File: src/hdl/nfc_cfg.svh
`ifndef NFC_CFG_SVH
`define NFC_CFG_SVH
// How it works
// RL1 - Unique-ID, set and get features are accepted only while the target is idle.
// RL2 - The unique-ID command code puts the target in unique-ID read mode.
// RL3 - Unique-ID command is followed by one 00h address; target then goes busy.
// RL4 - After polling status with 70h the host reissues 00h to read data; this design waits on ready/busy instead.
// RL5 - After the busy time, each read enable toggle outputs one unique-ID byte.
// RL6 - Unique ID is sixteen 32-byte copies: 16 ID bytes, then their complement.
// RL7 - Host XORs both halves; copy is good only if all results are FFh.
// RL8 - Random data read 05h-E0h moves the output pointer during unique-ID output.
// RL9 - On a 16-bit device the upper eight I/O lines are ignored.
// RL10 - One feature address selects four parameter bytes P1 to P4.
// RL11 - Feature settings are volatile and survive a reset command.
// RL12 - ECC on is P1=08h, off is P1=00h at address 90h, then wait.
// RL13 - Feature addresses: 01h timing, 80h drive, 81h busy pull-down, 90h array mode.
// RL14 - Array mode P1: 00h normal, 01h OTP, 03h OTP protect, 08h ECC on.
// RL15 - Array mode bits return to 00h on power cycle.
// RL16 - Set-features code holds the target in set-features mode.
// RL17 - Host waits the address-to-data time, then one parameter per write enable rise.
// RL18 - After four parameters the target is busy for the feature time.
// RL19 - Changing the interface type through timing mode makes the busy time longer.
// RL20 - Get-features code holds the mode; after the address the target goes busy.
// RL21 - Host never issues read status enhanced 78h during get features.
// RL22 - Host reads parameters only after the feature busy time has ended.
// RL23 - Get-features output is P1, P2, P3, P4, one byte per read enable toggle.
// RL24 - Target holds ready/busy low while busy and releases it when done.

// ----------------------------------------------------------------
// Timing
// ----------------------------------------------------------------
`define NFC_CLK_NS        10
`define NFC_CYC(ns)       ((((ns) + `NFC_CLK_NS - 1) / `NFC_CLK_NS) < 1 ? 1 : \
	(((ns) + `NFC_CLK_NS - 1) / `NFC_CLK_NS))
`define NFC_T_WP_NS       20
`define NFC_T_WH_NS       20
`define NFC_T_RP_NS       20
`define NFC_T_REH_NS      20
`define NFC_T_ADL_NS      100
`define NFC_T_WB_NS       100
`define NFC_T_WHR_NS      80
`define NFC_SYNC_LAT      3
`define NFC_WP_CYC        8'(`NFC_CYC(`NFC_T_WP_NS))
`define NFC_WH_CYC        8'(`NFC_CYC(`NFC_T_WH_NS))
`define NFC_RP_CYC        8'(`NFC_CYC(`NFC_T_RP_NS) + `NFC_SYNC_LAT)
`define NFC_REH_CYC       8'(`NFC_CYC(`NFC_T_REH_NS))
`define NFC_ADL_CYC       8'(`NFC_CYC(`NFC_T_ADL_NS))
`define NFC_WB_CYC        8'(`NFC_CYC(`NFC_T_WB_NS))
`define NFC_WHR_CYC       8'(`NFC_CYC(`NFC_T_WHR_NS))

// ----------------------------------------------------------------
// Command and address codes
// ----------------------------------------------------------------
`define NFC_CODE_UID      8'hed
`define NFC_CODE_SET      8'hef
`define NFC_CODE_GET      8'hee
`define NFC_CODE_RND1     8'h05
`define NFC_CODE_RND2     8'he0
`define NFC_UID_ADDR      8'h00
`define NFC_FA_TIMING     8'h01
`define NFC_FA_DRIVE      8'h80
`define NFC_FA_PULLDOWN   8'h81
`define NFC_FA_ARRAY      8'h90
`define NFC_ARR_NORMAL    8'h00
`define NFC_ARR_OTP       8'h01
`define NFC_ARR_OTP_PROT  8'h03
`define NFC_ARR_ECC_ON    8'h08
`define NFC_HALF_BYTES    5'h10
`define NFC_LAST_BYTE     5'h1f

// ----------------------------------------------------------------
// Own registers
// ----------------------------------------------------------------
`define NFC_REG_CTRL      8'h00
`define NFC_REG_FADDR     8'h04
`define NFC_REG_PARAM     8'h08
`define NFC_REG_STATUS    8'h0c
`define NFC_REG_GETDATA   8'h10
`define NFC_REG_UID_TOP   2'h1
`define NFC_PARAM_RST     32'h0000_0000
`define NFC_ST_BUSY       0
`define NFC_ST_DONE       1
`define NFC_ST_UID_OK     2
`define NFC_ST_UID_FAIL   3
`define NFC_ST_COPY_LSB   4
`define NFC_ST_READY      8
`endif

File: src/hdl/nfc_pkg.sv
package nfc_pkg;
	typedef enum logic [1:0] {
		OP_NONE = 2'b00,
		OP_UID  = 2'b01,
		OP_SET  = 2'b10,
		OP_GET  = 2'b11
	} nfc_op_type;

	typedef enum logic [3:0] {
		ST_IDLE    = 4'b0000,
		ST_WAITRDY = 4'b0001,
		ST_CMD     = 4'b0010,
		ST_ADDR    = 4'b0011,
		ST_ADL     = 4'b0100,
		ST_DIN     = 4'b0101,
		ST_WB      = 4'b0110,
		ST_BUSY    = 4'b0111,
		ST_RNDCMD  = 4'b1000,
		ST_RNDCOL  = 4'b1001,
		ST_RNDEND  = 4'b1010,
		ST_WHR     = 4'b1011,
		ST_DOUT    = 4'b1100,
		ST_DONE    = 4'b1101
	} nfc_state_type;
endpackage

File: src/hdl/nfc_id_mem.sv
`timescale 1ns/10ps
module nfc_id_mem #(
	parameter int DW = 8,
	parameter int AW = 4
) (
	input  wire logic          core_clk, // Clock
	input  wire logic          wrEn,     // Write strobe
	input  wire logic [AW-1:0] wrAddr,   // Write address
	input  wire logic [DW-1:0] wrData,   // Write data
	input  wire logic [AW-1:0] rdAddr,   // Read address
	output logic      [DW-1:0] rdData    // Registered read data
);
	logic [DW-1:0] mem [0:(1<<AW)-1];

	always_ff @(posedge core_clk)
	begin
		if (wrEn)
		begin
			mem[wrAddr] <= wrData;
		end
	end

	always_ff @(posedge core_clk)
	begin
		rdData <= mem[rdAddr];
	end
endmodule // nfc_id_mem

File: src/hdl/nfc_feature_ctrl.sv
`timescale 1ns/10ps
`include "nfc_cfg.svh"
module nfc_feature_ctrl import nfc_pkg::*; #(
	parameter int AXI_AW = 8
) (
	input  wire logic              core_clk, // 100 MHz clock
	input  wire logic              resetn,   // Async reset, active low
	input  wire logic [AXI_AW-1:0] awaddr,   // Write address
	input  wire logic              awvalid,  // Write address valid
	output logic                   awready,  // Write address ready
	input  wire logic [31:0]       wdata,    // Write data
	input  wire logic [3:0]        wstrb,    // Write byte strobes
	input  wire logic              wvalid,   // Write data valid
	output logic                   wready,   // Write data ready
	output logic [1:0]             bresp,    // Write response
	output logic                   bvalid,   // Write response valid
	input  wire logic              bready,   // Write response ready
	input  wire logic [AXI_AW-1:0] araddr,   // Read address
	input  wire logic              arvalid,  // Read address valid
	output logic                   arready,  // Read address ready
	output logic [31:0]            rdata,    // Read data
	output logic [1:0]             rresp,    // Read response
	output logic                   rvalid,   // Read data valid
	input  wire logic              rready,   // Read data ready
	output logic                   ceN,      // Chip enable, active low
	output logic                   cle,      // Command latch enable
	output logic                   ale,      // Address latch enable
	output logic                   weN,      // Write enable, active low
	output logic                   reN,      // Read enable, active low
	output logic [7:0]             ioOut,    // Data pins, driven value
	output logic                   ioOe,     // Data pins, drive enable
	input  wire logic [7:0]        ioIn,     // Data pins, sensed value
	input  wire logic              rbN       // Ready/busy, low while busy
);
	// ------------------------------------------------------------
	// Helpers
	// ------------------------------------------------------------
	function automatic logic [7:0] selByte(input logic [31:0] w, input logic [1:0] i);
		selByte = w[8*i +: 8];
	endfunction

	function automatic logic [7:0] tmrFor(input nfc_state_type st, input logic ph);
		case (st)
			ST_CMD, ST_ADDR, ST_DIN, ST_RNDCMD, ST_RNDCOL, ST_RNDEND:
				tmrFor = ph ? `NFC_WH_CYC - 8'h01 : `NFC_WP_CYC - 8'h01;
			ST_DOUT: tmrFor = ph ? `NFC_REH_CYC - 8'h01 : `NFC_RP_CYC - 8'h01;
			ST_ADL:  tmrFor = `NFC_ADL_CYC - 8'h01;
			ST_WB:   tmrFor = `NFC_WB_CYC - 8'h01;
			ST_WHR:  tmrFor = `NFC_WHR_CYC - 8'h01;
			default: tmrFor = 8'h00;
		endcase
	endfunction

	// ------------------------------------------------------------
	// Pin input synchronisers
	// ------------------------------------------------------------
	logic [7:0] ioMeta_r;
	logic [7:0] ioSync_r;
	logic       rbMeta_r;
	logic       rbSync_r;

	always_ff @(posedge core_clk or negedge resetn)
	begin
		if (!resetn)
		begin
			ioMeta_r <= 8'h00;
			ioSync_r <= 8'h00;
			rbMeta_r <= 1'b0;
			rbSync_r <= 1'b0;
		end
		else
		begin
			ioMeta_r <= ioIn;
			ioSync_r <= ioMeta_r;
			rbMeta_r <= rbN;
			rbSync_r <= rbMeta_r;
		end
	end

	// ------------------------------------------------------------
	// Register bus slave
	// ------------------------------------------------------------
	nfc_state_type     state_r;
	nfc_op_type        op_r;
	logic [AXI_AW-1:0] awAddr_r;
	logic              awGot_r;
	logic [31:0]       wData_r;
	logic [3:0]        wStrb_r;
	logic              wGot_r;
	logic [AXI_AW-1:0] arAddr_r;
	logic              rStage_r;
	logic [7:0]        faddr_r;
	logic [31:0]       param_r;
	logic [3:0]        startCopy_r;
	logic [31:0]       getData_r;
	logic              done_r;
	logic              uidOk_r;
	logic              uidFail_r;
	logic [3:0]        copy_r;
	logic [7:0]        memRdata;
	logic              doWrite;
	logic              startReq;

	assign awready  = !awGot_r && !bvalid;
	assign wready   = !wGot_r && !bvalid;
	assign arready  = !rStage_r && !rvalid;
	assign doWrite  = awGot_r && wGot_r && !bvalid;
	// A start while an operation runs is dropped; the idle check keeps ops apart
	assign startReq = doWrite && awAddr_r[7:0] == `NFC_REG_CTRL && wStrb_r[0]
		&& wData_r[1:0] != OP_NONE && state_r == ST_IDLE;

	always_ff @(posedge core_clk or negedge resetn)
	begin
		if (!resetn)
		begin
			awGot_r  <= 1'b0;
			awAddr_r <= '0;
			wGot_r   <= 1'b0;
			wData_r  <= 32'h0000_0000;
			wStrb_r  <= 4'h0;
			bvalid   <= 1'b0;
			bresp    <= 2'h0;
		end
		else
		begin
			if (awvalid && awready)
			begin
				awGot_r  <= 1'b1;
				awAddr_r <= awaddr;
			end
			if (wvalid && wready)
			begin
				wGot_r  <= 1'b1;
				wData_r <= wdata;
				wStrb_r <= wstrb;
			end
			if (doWrite)
			begin
				awGot_r <= 1'b0;
				wGot_r  <= 1'b0;
				bvalid  <= 1'b1;
				case (awAddr_r[7:0])
					`NFC_REG_CTRL, `NFC_REG_FADDR, `NFC_REG_PARAM: bresp <= 2'h0;
					default: bresp <= 2'h2;
				endcase
			end
			else if (bvalid && bready)
			begin
				bvalid <= 1'b0;
			end
		end
	end

	always_ff @(posedge core_clk or negedge resetn)
	begin
		if (!resetn)
		begin
			op_r        <= OP_NONE;
			startCopy_r <= 4'h0;
			faddr_r     <= 8'h00;
			param_r     <= `NFC_PARAM_RST;
		end
		else if (doWrite)
		begin
			if (startReq)
			begin
				op_r        <= nfc_op_type'(wData_r[1:0]);
				startCopy_r <= wData_r[7:4];
			end
			if (awAddr_r[7:0] == `NFC_REG_FADDR && wStrb_r[0])
			begin
				faddr_r <= wData_r[7:0];
			end
			if (awAddr_r[7:0] == `NFC_REG_PARAM)
			begin
				for (int i = 0; i < 4; i++)
				begin
					if (wStrb_r[i])
					begin
						param_r[8*i +: 8] <= wData_r[8*i +: 8];
					end
				end
			end
		end
	end

	// Read takes two edges so the ID memory can answer from its register
	always_ff @(posedge core_clk or negedge resetn)
	begin
		if (!resetn)
		begin
			arAddr_r <= '0;
			rStage_r <= 1'b0;
			rvalid   <= 1'b0;
			rdata    <= 32'h0000_0000;
			rresp    <= 2'h0;
		end
		else
		begin
			if (arvalid && arready)
			begin
				arAddr_r <= araddr;
				rStage_r <= 1'b1;
			end
			else if (rStage_r)
			begin
				rStage_r <= 1'b0;
				rvalid   <= 1'b1;
				rresp    <= 2'h0;
				if (arAddr_r[7:6] == `NFC_REG_UID_TOP)
				begin
					rdata <= {24'h000000, memRdata};
				end
				else
				begin
					case (arAddr_r[7:0])
						`NFC_REG_CTRL:    rdata <= {24'h000000, startCopy_r, 2'b00, op_r};
						`NFC_REG_FADDR:   rdata <= {24'h000000, faddr_r};
						`NFC_REG_PARAM:   rdata <= param_r;
						`NFC_REG_STATUS:  rdata <= {23'h000000, rbSync_r, copy_r, uidFail_r,
							uidOk_r, done_r, state_r != ST_IDLE};
						`NFC_REG_GETDATA: rdata <= getData_r;
						default:
						begin
							rdata <= 32'h0000_0000;
							rresp <= 2'h2;
						end
					endcase
				end
			end
			else if (rvalid && rready)
			begin
				rvalid <= 1'b0;
			end
		end
	end

	// ------------------------------------------------------------
	// Command sequencer
	// ------------------------------------------------------------
	nfc_state_type state_nxt;
	logic          phase_r;
	logic          phase_nxt;
	logic [7:0]    tmr_r;
	logic [4:0]    cnt_r;
	logic [4:0]    cnt_nxt;
	logic          ok_r;
	logic          capture;
	logic          finOk;
	logic          finFail;
	logic          nextCopy;
	logic          isWr;
	logic [7:0]    curByte;

	assign isWr    = state_r inside {ST_CMD, ST_ADDR, ST_DIN, ST_RNDCMD, ST_RNDCOL, ST_RNDEND};
	assign capture = state_r == ST_DOUT && !phase_r && tmr_r == 8'h00; // see RL5

	always_comb
	begin
		case (state_r)
			ST_CMD:    curByte = op_r == OP_UID ? `NFC_CODE_UID :            // see RL2
				(op_r == OP_SET ? `NFC_CODE_SET : `NFC_CODE_GET);           // see RL16
			ST_ADDR:   curByte = op_r == OP_UID ? `NFC_UID_ADDR : faddr_r;  // see RL3
			ST_DIN:    curByte = selByte(param_r, cnt_r[1:0]);              // see RL10 RL12
			ST_RNDCMD: curByte = `NFC_CODE_RND1;
			ST_RNDCOL: curByte = cnt_r[0] ? {7'h00, copy_r[3]} : {copy_r[2:0], 5'h00};
			ST_RNDEND: curByte = `NFC_CODE_RND2;
			default:   curByte = 8'h00;
		endcase
	end

	always_comb
	begin
		state_nxt = state_r;
		phase_nxt = phase_r;
		cnt_nxt   = cnt_r;
		finOk     = 1'b0;
		finFail   = 1'b0;
		nextCopy  = 1'b0;
		case (state_r)
			ST_IDLE:
				if (startReq)
				begin
					state_nxt = ST_WAITRDY;
				end
			ST_WAITRDY:
				if (rbSync_r) // see RL1
				begin
					state_nxt = ST_CMD;
				end
			ST_CMD, ST_ADDR, ST_DIN, ST_RNDCMD, ST_RNDCOL, ST_RNDEND:
				if (tmr_r == 8'h00)
				begin
					phase_nxt = !phase_r;
					if (phase_r)
					begin
						cnt_nxt = 5'h00;
						case (state_r)
							ST_CMD:    state_nxt = ST_ADDR;
							ST_ADDR:   state_nxt = op_r == OP_SET ? ST_ADL : ST_WB; // see RL20
							ST_DIN:
								if (cnt_r == 5'h03)
								begin
									state_nxt = ST_WB; // see RL18
								end
								else
								begin
									cnt_nxt = cnt_r + 5'h01; // see RL17
								end
							ST_RNDCMD: state_nxt = ST_RNDCOL;
							ST_RNDCOL:
								if (cnt_r[0])
								begin
									state_nxt = ST_RNDEND;
								end
								else
								begin
									cnt_nxt = 5'h01;
								end
							default:   state_nxt = ST_WHR;
						endcase
					end
				end
			ST_ADL:
				if (tmr_r == 8'h00) // see RL17
				begin
					state_nxt = ST_DIN;
				end
			ST_WB:
				if (tmr_r == 8'h00)
				begin
					state_nxt = ST_BUSY;
				end
			ST_BUSY:
				// Ready/busy covers tR, tFEAT and tITC, so no 70h/78h polling; see RL4 RL21
				if (rbSync_r) // see RL24
				begin
					if (op_r == OP_SET)
					begin
						state_nxt = ST_DONE; // see RL19
					end
					else if (op_r == OP_UID && copy_r != 4'h0)
					begin
						state_nxt = ST_RNDCMD; // see RL8
					end
					else
					begin
						state_nxt = ST_WHR; // see RL22
					end
				end
			ST_WHR:
				if (tmr_r == 8'h00)
				begin
					state_nxt = ST_DOUT;
				end
			ST_DOUT:
				if (tmr_r == 8'h00)
				begin
					phase_nxt = !phase_r;
					if (phase_r)
					begin
						cnt_nxt = cnt_r + 5'h01;
						if (op_r == OP_GET && cnt_r == 5'h03) // see RL23
						begin
							state_nxt = ST_DONE;
						end
						else if (op_r == OP_UID && cnt_r == `NFC_LAST_BYTE) // see RL6
						begin
							cnt_nxt = 5'h00;
							if (ok_r) // see RL7
							begin
								state_nxt = ST_DONE;
								finOk     = 1'b1;
							end
							else if (copy_r == 4'hf)
							begin
								state_nxt = ST_DONE;
								finFail   = 1'b1;
							end
							else
							begin
								nextCopy = 1'b1;
							end
						end
					end
				end
			ST_DONE:   state_nxt = ST_IDLE;
			default:   state_nxt = ST_IDLE;
		endcase
	end

	always_ff @(posedge core_clk or negedge resetn)
	begin
		if (!resetn)
		begin
			state_r <= ST_IDLE;
			phase_r <= 1'b0;
			cnt_r   <= 5'h00;
			tmr_r   <= 8'h00;
		end
		else
		begin
			state_r <= state_nxt;
			phase_r <= phase_nxt;
			cnt_r   <= cnt_nxt;
			if (state_nxt != state_r || phase_nxt != phase_r)
			begin
				tmr_r <= tmrFor(state_nxt, phase_nxt);
			end
			else if (tmr_r != 8'h00)
			begin
				tmr_r <= tmr_r - 8'h01;
			end
		end
	end

	// ------------------------------------------------------------
	// Results
	// ------------------------------------------------------------
	always_ff @(posedge core_clk or negedge resetn)
	begin
		if (!resetn)
		begin
			copy_r    <= 4'h0;
			ok_r      <= 1'b0;
			done_r    <= 1'b0;
			uidOk_r   <= 1'b0;
			uidFail_r <= 1'b0;
			getData_r <= 32'h0000_0000;
		end
		else
		begin
			if (startReq)
			begin
				copy_r    <= wData_r[7:4];
				done_r    <= 1'b0;
				uidOk_r   <= 1'b0;
				uidFail_r <= 1'b0;
			end
			else if (state_r == ST_DONE)
			begin
				done_r <= 1'b1;
			end
			if (nextCopy)
			begin
				copy_r <= copy_r + 4'h1;
			end
			if (finOk)
			begin
				uidOk_r <= 1'b1;
			end
			if (finFail)
			begin
				uidFail_r <= 1'b1;
			end
			if (capture && op_r == OP_GET)
			begin
				getData_r[8*cnt_r[1:0] +: 8] <= ioSync_r; // see RL23
			end
			if (capture && op_r == OP_UID)
			begin
				if (cnt_r == 5'h00)
				begin
					ok_r <= 1'b1;
				end
				else if (cnt_r >= `NFC_HALF_BYTES)
				begin
					ok_r <= ok_r && ((memRdata ^ ioSync_r) == 8'hff); // see RL7
				end
			end
		end
	end

	// First half of each copy lands here; the second half is checked against it
	nfc_id_mem #(
		.DW(8),
		.AW(4)
	) uIdMem (
		.core_clk(core_clk),
		.wrEn    (capture && op_r == OP_UID && cnt_r < `NFC_HALF_BYTES), // see RL6
		.wrAddr  (cnt_r[3:0]),
		.wrData  (ioSync_r),
		.rdAddr  (state_r == ST_DOUT ? cnt_r[3:0] : araddr[5:2]),
		.rdData  (memRdata)
	);

	// ------------------------------------------------------------
	// Pin drivers
	// ------------------------------------------------------------
	always_ff @(posedge core_clk or negedge resetn)
	begin
		if (!resetn)
		begin
			ceN   <= 1'b1;
			cle   <= 1'b0;
			ale   <= 1'b0;
			weN   <= 1'b1;
			reN   <= 1'b1;
			ioOut <= 8'h00;
			ioOe  <= 1'b0;
		end
		else
		begin
			ceN   <= state_r == ST_IDLE;
			cle   <= state_r inside {ST_CMD, ST_RNDCMD, ST_RNDEND};
			ale   <= state_r inside {ST_ADDR, ST_RNDCOL};
			weN   <= !(isWr && !phase_r);
			reN   <= !(state_r == ST_DOUT && !phase_r);
			ioOut <= curByte;
			ioOe  <= isWr;
		end
	end
endmodule // nfc_feature_ctrl

File: config.mk
export PLATFORM = sky130hd
export DESIGN_NAME = nfc_feature_ctrl
export DESIGN_NICKNAME = d
export VERILOG_FILES = /design/src/hdl/nfc_pkg.sv /design/src/hdl/nfc_id_mem.sv /design/src/hdl/nfc_feature_ctrl.sv
export VERILOG_INCLUDE_DIRS = /design/src /design/src/hdl
export SDC_FILE = /design/constraint.sdc
export NUM_CORES = 1
export LEC_CHECK = 0
export ABC_AREA = 0
export BUFFER_PORTS_ARGS = -buffer_cell sky130_fd_sc_hd__buf_4
export CAP_MARGIN = 20
export CORE_ASPECT_RATIO = 0.5
export CORE_MARGIN = 10
export CORE_UTILIZATION = 55
export CTS_CLUSTER_DIAMETER = 80
export DETAILED_ROUTE_END_ITERATION = 6
export HOLD_SLACK_MARGIN = 0.03
export PLACE_DENSITY_LB_ADDON = 0.08
export SKIP_CTS_REPAIR_TIMING = 1
export SYNTH_ARGS = -nofsm -noshare
export SYNTH_HDL_FRONTEND = slang
export SYNTH_SLANG_ARGS = --single-unit
File: constraint.sdc
create_clock -name core_clk -period 3.6 [get_ports core_clk]
set_input_delay 0.36 -clock core_clk [delete_from_list [all_inputs] [get_ports core_clk]]
set_output_delay 0.36 -clock core_clk [all_outputs]
set_load 0.1 [all_outputs]
==> summary.txt, run 1 <==
Route
  – Post-DRT Antenna Nets: 0
  – Initial DRC count: 1017
  – DR vias/cell: 5.89
  – Routed length per instance: 22.6 µm
  – Via count: 10355
  – DRT Pass-1 Iters: 5
  – # DRC: 0
  – Final wirelength: 39700 µm

Die
  – Die footprint: 35800 µm²
  – Die Height: 139 µm
  – Std-Cell Core Area: 27800 µm²
  – Initial core utilization: 55.9%
  – # IOs: 123
  – Die W: 258 µm
  – Core Rows: 43

Placed design
  – IO Port Bufs: 120
  – DP HPWL: 27600 µm
  – DP Area: 16900 µm²
  – Placer congestion estimate: 0.885

STA
  – Max transition margin: 34.7%
  – RSZ-0062 raised after global routing: false
  – Period minus WS final: 3130 ps
  – Setup TNS: 0 ps
  – Final setup viols: 0
  – Fmax: 319 MHz
  – Final hold vios: 0
  – Worst Skew: 11.6 ps
  – Max Slew Vio Count: 0
  – Worst Tran Pin Value: 972 ps
  – Crit share post-route: 87.0%

Power
  – Leak: 7.64 nW
  – Clk network pwr share: 34.6%
  – Tot Pwr: 0.0110 W
  – Switching share of power: 28.8%
  – Sw Pwr: 0.00317 W
  – P_int: 0.00784 W
  – PwrDens: 589 nW/µm²
  – Comb power frac: 18.1%
  – Worst vdd ir: 0.577 mV
  – Seq pwr share: 47.3%

Logic synthesis
  – Yosys top cell area share: 36.1%
  – Synth unique cells: 77
  – Asr flop ratio synth: 62.5%
  – Synthesis-stage register bit count: 363
  – Mean Syn Cell Area: 13.3 µm²
  – Register area share after synthesis: 62.4%
  – Gate count of the mapped netlist: 1167
  – Dominant synthesized flop cell: dfrtp_1
  – Post-synthesis instance area: 15500 µm²
  – Ranking of synthesized cells by area: dfrtp_1 36%, edfxtp_1 25%, mux2_2 6.7%, mux4_2 5.9%, nand2_1 2.9%
  – Area leader, netlist: dfrtp_1
  – Post-synth EDFFs: 128
  – Ys Warns: 0

Layout
  – Area delta synth->final: 20.4%
  – Final nets: 1429
  – Fillcell total: 2036
  – Post-route cell area: 18700 µm²
  – Share of cells above drive strength 1: 27.3%

Clock network
  – CTS Root Cell: clkbuf_16
  – Clock buffer depth: 3
  – Clock Pin Slew Worst Setup and Hold Paths: 70 ps
  – Clock latency on the worst-skew pair: 590 ps
  – CTS HTree Levels: 1
  – # clock sinks: 363
  – CTS Buf Count: 31
  – CTS tree: yes

Worst setup path
  – Flop-to-flop setup slack: 470 ps
  – Worst Reg-to-Reg Cells: 7
  – CP endpoint kind: flip-flop
  – R2R Path End: uIdMem.mem[1][4]$_DFFE_PP_
  – Crit path launch type: flip-flop
  – Worst Path Required: 3840 ps
  – Critical path class: reg -> reg
  – Crit path max fanout: 8
  – Worst path arrival time: 3370 ps
  – Worst r2r src: tmr_r[0]$_DFFE_PN0P_

Flow run
  – Max_cap viols: 0

Status
  – Status: finished, final reports clean

Worst hold path
  – Worst hold endpoint: wData_r[28]$_DFFE_PN0P_
  – Worst min path class: in -> reg
  – WHS Path Cells: 2
  – Hold_sp: wdata[28]

Global routing
  – Number of global-route vias before repair: 10180
  – First-pass GRT wire length: 60600 µm
  – Grt ovf: 0
  – Largest net degree at the start of global routing: 116
  – Initial antenna violation count: 1
  – Tot GR Track Use: 21.6%
-- metal layers --
| layer | track usage (%) | share of wire (%) |
|---|---|---|
| met5 | 0 | 0 |
| met4 | 5.45 | 2.3 |
| met2 | 33.3 | 47 |
| met1 | 31.2 | 45 |
| met3 | 3.94 | 5.8 |
-- worst max-delay path, cell delays in order, from the launching register on --
cell     delay (ps)
dfrtp_1         430
inv_1            70
ha_1            210
or4b_4          500
nor2_1          290
nand3_1         300
nor4_1          530
and2_1          460
-- cell type report --
class / count / area (µm²) / share of cell area (%)
antenna: 1 / 2.50 / 0.0134
clock buffer: 43 / 977 / 5.23
clock inverter: 15 / 214 / 1.14
inverter: 49 / 184 / 0.984
multi-input combinational: 693 / 5400 / 28.9
sequential: 363 / 9690 / 51.8
tap: 382 / 478 / 2.56
timing repair buffer: 211 / 1760 / 9.40
-- per-stage QoR --
step / cells / setup WS (ps) / utilization (%) / hold WS (ps)
floorplan: 1168 / 384 / - / 64.4
global placement: 1642 / 664 / 61.0 / 332
detailed placement: 1642 / 569 / 61.0 / 339
CTS: 1700 / 550 / 65.3 / -141
global route: 1757 / 311 / 67.4 / 27.3
finish: 1757 / 467 / 67.4 / 19.3
-- worst max path at each step --
stage / start / end / slack, ps
4_1_cts: cnt_r[1]$_DFFE_PN0P_ / tmr_r[2]$_DFFE_PN0P_ / 550
5_1_grt: tmr_r[0]$_DFFE_PN0P_ / uIdMem.mem[10][0]$_DFFE_PP_ / 310
2_1_floorplan: bvalid$_DFFE_PN0P_ / awAddr_r[0]$_DFFE_PN0P_ / 380
3_5_place_dp: cnt_r[1]$_DFFE_PN0P_ / tmr_r[2]$_DFFE_PN0P_ / 570
6_report: tmr_r[0]$_DFFE_PN0P_ / uIdMem.mem[1][4]$_DFFE_PP_ / 470
3_3_place_gp: tmr_r[0]$_DFFE_PN0P_ / uIdMem.mem[9][3]$_DFFE_PP_ / 660
-- synthesized netlist by cell type, drive strengths merged, types with 5 or more instances --
| cell type | count |
|---|---|
| a211oi | 9 |
| a21oi | 42 |
| a22o | 5 |
| a22oi | 30 |
| a31oi | 5 |
| and2 | 23 |
| and3 | 8 |
| buf | 19 |
| clkbuf | 44 |
| dfrtp | 224 |
| dfxtp | 8 |
| edfxtp | 128 |
| ha | 12 |
| inv | 49 |
| mux2 | 94 |
| mux2i | 25 |
| mux4 | 41 |
| nand2 | 118 |
| nand2b | 7 |
| nand3 | 14 |
| nor2 | 43 |
| nor2b | 20 |
| nor3 | 20 |
| nor3b | 6 |
| nor4b | 6 |
| o21ai | 58 |
| o221ai | 5 |
| o22ai | 32 |
| or3 | 5 |
| xor2 | 9 |
-- cell families (layout without fill, tap and decap cells) --
logic type               after synthesis  after routing  synth area share, %
multiplexers                         160            160                 14.4
other                                  1              3               0.0242
adder cells (fa/ha/maj)               12             12                0.967
flip-flops                           363            363                 62.4
AO/OA/AOI/OAI                        213            213                 8.75
AND/OR/NAND/NOR                      293            293                 9.76
buffers and inverters                112            318                 2.96
XOR/XNOR                              13             13                0.733
-- registers in the layout (all words and copies together), names as in the netlist, 2 cells and up --
register	count
state_r	4
ioOut	8
wData_r	32
rdata	32
faddr_r	8
startCopy_r	4
cnt_r	5
uIdMem.rdData	8
getData_r	32
wStrb_r	4
ioMeta_r	8
param_r	32
uIdMem.mem	128
tmr_r	8
copy_r	4
op_r	2
arAddr_r	8
awAddr_r	8
ioSync_r	8
-- layout by cell type, fill, tap and decap left out, drive strengths merged, types with 6 or more instances in the layout --
| cell | n |
|---|---|
| ha | 12 |
| o22ai | 32 |
| dfrtp | 224 |
| mux4 | 41 |
| a22oi | 30 |
| buf | 155 |
| nor2 | 43 |
| and2 | 23 |
| edfxtp | 128 |
| nand2 | 118 |
| o21ai | 58 |
| nor3 | 20 |
| mux2i | 25 |
| nand2b | 7 |
| dfxtp | 8 |
| nor4b | 6 |
| nor3b | 6 |
| nor2b | 20 |
| mux2 | 94 |
| and3 | 8 |
| a21oi | 42 |
| inv | 50 |
| xor2 | 9 |
| a211oi | 9 |
| dlygate4sd3 | 56 |
| clkbuf | 43 |
| nand3 | 14 |
-- power groups by stage --
stage | combinational (W) | sequential (W) | clock (W)
after global placement | 0.00190 | 0.00525 | 0
after global routing | 0.00214 | 0.00527 | 0.00402
after floorplan | 0.00112 | 0.00548 | 0
after detailed placement | 0.00194 | 0.00528 | 0
final | 0.00199 | 0.00521 | 0.00381
after CTS | 0.00196 | 0.00520 | 0.00385
Power figures use the tool's default switching activity.
==> inputs of run 2 (changes only) <==
--- a/config.mk
+++ b/config.mk
@@ -6,12 +6,12 @@
 export SDC_FILE = /design/constraint.sdc
 export NUM_CORES = 1
 export LEC_CHECK = 0
-export ABC_AREA = 0
 export BUFFER_PORTS_ARGS = -buffer_cell sky130_fd_sc_hd__buf_4
 export CAP_MARGIN = 20
 export CORE_ASPECT_RATIO = 0.5
 export CORE_MARGIN = 10
 export CORE_UTILIZATION = 55
+export CTS_BUF_LIST = sky130_fd_sc_hd__clkbuf_16
 export CTS_CLUSTER_DIAMETER = 80
 export DETAILED_ROUTE_END_ITERATION = 6
 export HOLD_SLACK_MARGIN = 0.03
==> summary.txt, run 2 (synthesis gave the netlist of run 1 again) <==
Route
  – Via count: 10349
  – Final wirelength: 39600 µm
  – Initial DRC count: 1007
  – Post-DRT Antenna Nets: 0
  – DRT Pass-1 Iters: 6
  – DR vias/cell: 5.89
  – Routed length per instance: 22.5 µm
  – # DRC: 0

Clock network
  – Clock buffer depth: 3
  – CTS HTree Levels: 1
  – CTS Root Cell: clkbuf_16
  – CTS tree: yes
  – CTS Buf Count: 31
  – Clock Pin Slew Worst Setup and Hold Paths: 70 ps
  – Clock latency on the worst-skew pair: 590 ps
  – # clock sinks: 363

Power
  – PwrDens: 584 nW/µm²
  – Tot Pwr: 0.0109 W
  – Sw Pwr: 0.00317 W
  – Seq pwr share: 47.8%
  – Leak: 7.63 nW
  – Comb power frac: 18.2%
  – Clk network pwr share: 33.9%
  – Worst vdd ir: 0.569 mV
  – P_int: 0.00773 W
  – Switching share of power: 29.1%

Die
  – # IOs: 123
  – Std-Cell Core Area: 27800 µm²
  – Die Height: 139 µm
  – Die footprint: 35800 µm²
  – Initial core utilization: 55.9%
  – Core Rows: 43
  – Die W: 258 µm

STA
  – Worst Tran Pin Value: 936 ps
  – Period minus WS final: 3090 ps
  – Final hold slack: 19.6 ps
  – Final hold vios: 0
  – RSZ-0062 raised after global routing: false
  – Crit share post-route: 85.8%
  – Final setup viols: 0
  – Fmax: 324 MHz
  – Worst Skew: 10.9 ps
  – Max transition margin: 37.1%
  – Max Slew Vio Count: 0
  – Setup TNS: 0 ps

Worst setup path
  – Crit-path cells: inv_1 > ha_1 > or4b_4 > nor2_1 > nand3_1 > nor4_1 > and2_1
  – Worst Path Required: 3840 ps
  – Crit path launch type: flip-flop
  – Worst path arrival time: 3330 ps
  – Flop-to-flop setup slack: 510 ps
  – Family with the most delay on the worst path: simple AND/OR/NAND/NOR gates
  – Crit path buf inv count: 1
  – CP endpoint kind: flip-flop
  – Critical path class: reg -> reg
  – Crit path max-delay cell type: nor4_1
  – Crit path max fanout: 8
  – Worst path max stage delay: 540 ps

Layout
  – Max reg flops: 128
  – Share of cells above drive strength 1: 27.0%
  – Final nets: 1429
  – Commonest non-fill, non-tap cell in the layout: dfrtp_1
  – Area delta synth->final: 20.1%
  – Post-route cell area: 18600 µm²
  – Largest register by flop count: uIdMem.mem
  – Commonest cells after routing, fill and taps aside: 224 x dfrtp_1, 152 x buf_4, 128 x edfxtp_1

Global routing
  – Met3 usage: 3.94%
  – GR peak layer: met2
  – Initial antenna violation count: 1
  – First-pass GRT wire length: 60600 µm
  – Grt ovf: 0
  – Tot GR Track Use: 21.6%
  – Global routing usage on met1: 31.2%
  – GR Layer Usage met2: 33.3%
  – Number of global-route vias before repair: 10185
  – Largest net degree at the start of global routing: 116

Worst hold path
  – Worst min path class: in -> reg

Placed design
  – DP HPWL: 27600 µm
  – DP Area: 16900 µm²
  – IO Port Bufs: 120
  – Placer congestion estimate: 0.885

Flow run
  – Max_cap viols: 0

Status
  – Status: finished, final reports clean
[run 2: cell count changes in the layout (fill, tap and decap cells not counted), sizes merged]
cell	previous run	this run
inv	50	53
clkinv	5	9
clkbuf	43	36
[run 2: area by class of cell]
type | count | area [µm²]
inverters | 49 | 184
flip-flops and latches | 363 | 9690
fillers | 2043 | 9110
repair buffers | 211 | 1760
clock buffers | 36 | 901
diodes | 1 | 2.50
multi-input cells | 693 | 5400
well taps | 382 | 478
clock inverters | 22 | 240
[run 2: per-stage QoR]
stage	cells	setup slack, ps	utilization (%)
final	1757	513	67.2
after global routing	1757	318	67.2
after CTS	1700	550	65.1
after detailed placement	1642	569	61.0
after global placement	1642	664	61.0
after floorplan	1168	384	-
[run 2: power groups by stage]
| stage | combinational, W | sequential [W] | clock [W] |
|---|---|---|---|
| finish | 0.00199 | 0.00521 | 0.00370 |
| global route | 0.00214 | 0.00527 | 0.00390 |
| CTS | 0.00196 | 0.00520 | 0.00374 |
| detailed placement | 0.00194 | 0.00528 | 0 |
| global placement | 0.00190 | 0.00525 | 0 |
| floorplan | 0.00112 | 0.00548 | 0 |
[run 2: layer usage]
metal	up-vias	wire, µm
li1	4660	-
met1	5289	17700
met2	335	18600
met3	65	2280
met4	0	931
met5	-	0
[run 2: final timing paths]
kind,from,endpoint,cells past startpoint
max,tmr_r[0]$_DFFE_PN0P_,uIdMem.mem[1][4]$_DFFE_PP_,7
min,wdata[28],wData_r[28]$_DFFE_PN0P_,2
max reg2reg,tmr_r[0]$_DFFE_PN0P_,uIdMem.mem[1][4]$_DFFE_PP_,7
min reg2reg,ioMeta_r[4]$_DFF_PN0_,ioSync_r[4]$_DFF_PN0_,0
max in group asynchronous,resetn,cnt_r[1]$_DFFE_PN0P_,3
min in group asynchronous,resetn,wStrb_r[3]$_DFFE_PN0P_,2
==> inputs of run 3 (changes only) <==
--- a/config.mk
+++ b/config.mk
@@ -16,6 +16,7 @@
 export DETAILED_ROUTE_END_ITERATION = 6
 export HOLD_SLACK_MARGIN = 0.03
 export PLACE_DENSITY_LB_ADDON = 0.08
+export REMOVE_ABC_BUFFERS = 1
 export SKIP_CTS_REPAIR_TIMING = 1
 export SYNTH_ARGS = -nofsm -noshare
 export SYNTH_HDL_FRONTEND = slang
==> summary.txt, run 3 (synthesis gave the netlist of run 1 again) <==
Status
  – Status: finished, final reports clean

Clock network
  – CTS HTree Levels: 1
  – # clock sinks: 363
  – Clock latency on the worst-skew pair: 570 ps
  – CTS Buf Count: 31
  – Clock Pin Slew Worst Setup and Hold Paths: 70 ps
  – Clock buffer depth: 3
  – CTS tree: yes
  – CTS Root Cell: clkbuf_16

Layout
  – Fin cells: 1751
  – Share of cells above drive strength 1: 26.2%
  – Final nets: 1424
  – Largest register by flop count: uIdMem.mem
  – Fillcell total: 2071
  – Area delta synth->final: 19.3%
  – Commonest non-fill, non-tap cell in the layout: dfrtp_1
  – Max reg flops: 128
  – Antenna Cells: 0
  – Commonest cells after routing, fill and taps aside: 224 x dfrtp_1, 147 x buf_4, 128 x edfxtp_1

Worst setup path
  – Worst path arrival time: 3280 ps
  – Worst Reg-to-Reg Cells: 7
  – CP endpoint: uIdMem.mem[4][4]$_DFFE_PP_
  – CP Launch Point: tmr_r[0]$_DFFE_PN0P_
  – Crit path max fanout: 8
  – Critical path class: reg -> reg
  – Worst r2r src: tmr_r[0]$_DFFE_PN0P_
  – Crit path launch type: flip-flop
  – Flop-to-flop setup slack: 560 ps
  – CP endpoint kind: flip-flop
  – Worst Path Required: 3840 ps
  – R2R Path End: uIdMem.mem[4][4]$_DFFE_PP_

Placed design
  – Placer congestion estimate: 0.911
  – DP HPWL: 26900 µm
  – IO Port Bufs: 120
  – Dpl ws: 602 ps
  – Placed Cells incl. Taps: 1637

STA
  – RSZ-0062 raised after global routing: false
  – Fmax: 329 MHz
  – Final setup viols: 0
  – Period minus WS final: 3040 ps
  – Max transition margin: 36.4%
  – Worst Tran Pin Value: 946 ps
  – Crit share post-route: 84.4%
  – Final hold vios: 0
  – Setup TNS: 0 ps
  – Fin worst setup slack: 562 ps
  – Worst Skew: 10.9 ps
  – Max Slew Vio Count: 0

Die
  – Die footprint: 35800 µm²
  – Die Height: 139 µm
  – Die W: 258 µm
  – Std-Cell Core Area: 27800 µm²
  – # IOs: 123
  – Initial core utilization: 55.9%
  – Core Rows: 43

Route
  – Via count: 10121
  – DRT Pass-1 Iters: 6
  – DR vias/cell: 5.78
  – # DRC: 0
  – Routed length per instance: 22.0 µm
  – Final wirelength: 38500 µm
  – Initial DRC count: 974
  – Post-DRT Antenna Nets: 0

Global routing
  – First-pass GRT wire length: 60200 µm
  – Grt ovf: 0
  – Number of global-route vias before repair: 10092
  – Initial antenna violation count: 0
  – Largest net degree at the start of global routing: 117
  – Tot GR Track Use: 21.3%

Power
  – Leak: 7.58 nW
  – PwrDens: 577 nW/µm²
  – Clk network pwr share: 32.8%
  – Worst vdd ir: 0.747 mV
  – P_int: 0.00758 W
  – Switching share of power: 29.2%
  – Seq pwr share: 48.9%
  – Sw Pwr: 0.00312 W
  – Comb power frac: 18.3%

Worst hold path
  – Hold_sp: wdata[10]
  – Worst min path class: in -> reg

Flow run
  – Max_cap viols: 0
-- run 3: cell count changes in the layout (fill, tap and decap cells not counted), moves of 3 or more --
cell        delta
inv_1          +3
clkinvlp_4     -3
buf_4          -5
clkbuf_16      -5
clkinv_1       +3
-- run 3: power groups by stage --
stage          Clock (W)  Sequential [W]  Combinational [W]
2_1_floorplan          0         0.00552            0.00105
3_3_place_gp           0         0.00528            0.00187
3_5_place_dp           0         0.00530            0.00192
4_1_cts          0.00355         0.00523            0.00193
5_1_grt          0.00373         0.00530            0.00212
6_report         0.00350         0.00523            0.00196
-- run 3: per-stage QoR --
stage,hold WS [ps],cell area [µm²],power [W],util (%)
3_5_place_dp,339,16900,0.00723,60.9
5_1_grt,28.7,18500,0.0111,66.7
4_1_cts,-130,18000,0.0107,64.7
3_3_place_gp,331,16900,0.00715,60.9
2_1_floorplan,64.4,15300,0.00657,-
6_report,25.3,18500,0.0107,66.7
-- run 3: layer usage --
layer  up-vias  track usage, %  routed length [µm]
met2       305            33.8               18300
met1      5161            31.0               17300
met5         -               0                   0
met4         0            2.96                 396
li1       4621               -                   -
met3        34            3.72                2480
-- run 3: layout make-up --
cell class	count	area, µm²	area share, %
Clock buffer	31	776	4.19
Clock inverter	27	280	1.51
Inverter	49	184	0.993
Multi-Input combinational cell	693	5400	29.1
Sequential cell	363	9690	52.3
Tap cell	382	478	2.58
Timing Repair Buffer	206	1720	9.28
-- run 3: worst min path at each step --
stage / slack, ps / endpoint / cells past startpoint
detailed placement: 340 / ioSync_r[4]$_DFF_PN0_ / 0
CTS: -130 / ioMeta_r[2]$_DFF_PN0_ / 1
floorplan: 60 / ale$_DFF_PN0_ / 0
global placement: 330 / ioSync_r[7]$_DFF_PN0_ / 0
global route: 30 / wData_r[10]$_DFFE_PN0P_ / 2
finish: 30 / wData_r[10]$_DFFE_PN0P_ / 2
-- run 3: worst max-delay path, cell delays in order, from the launching register on --
cell and delay (ps):
dfrtp_1 420, inv_1 70, ha_1 210, or4b_4 510
nor2_1 160, nand3_1 320, nor4b_1 580, and2_1 430
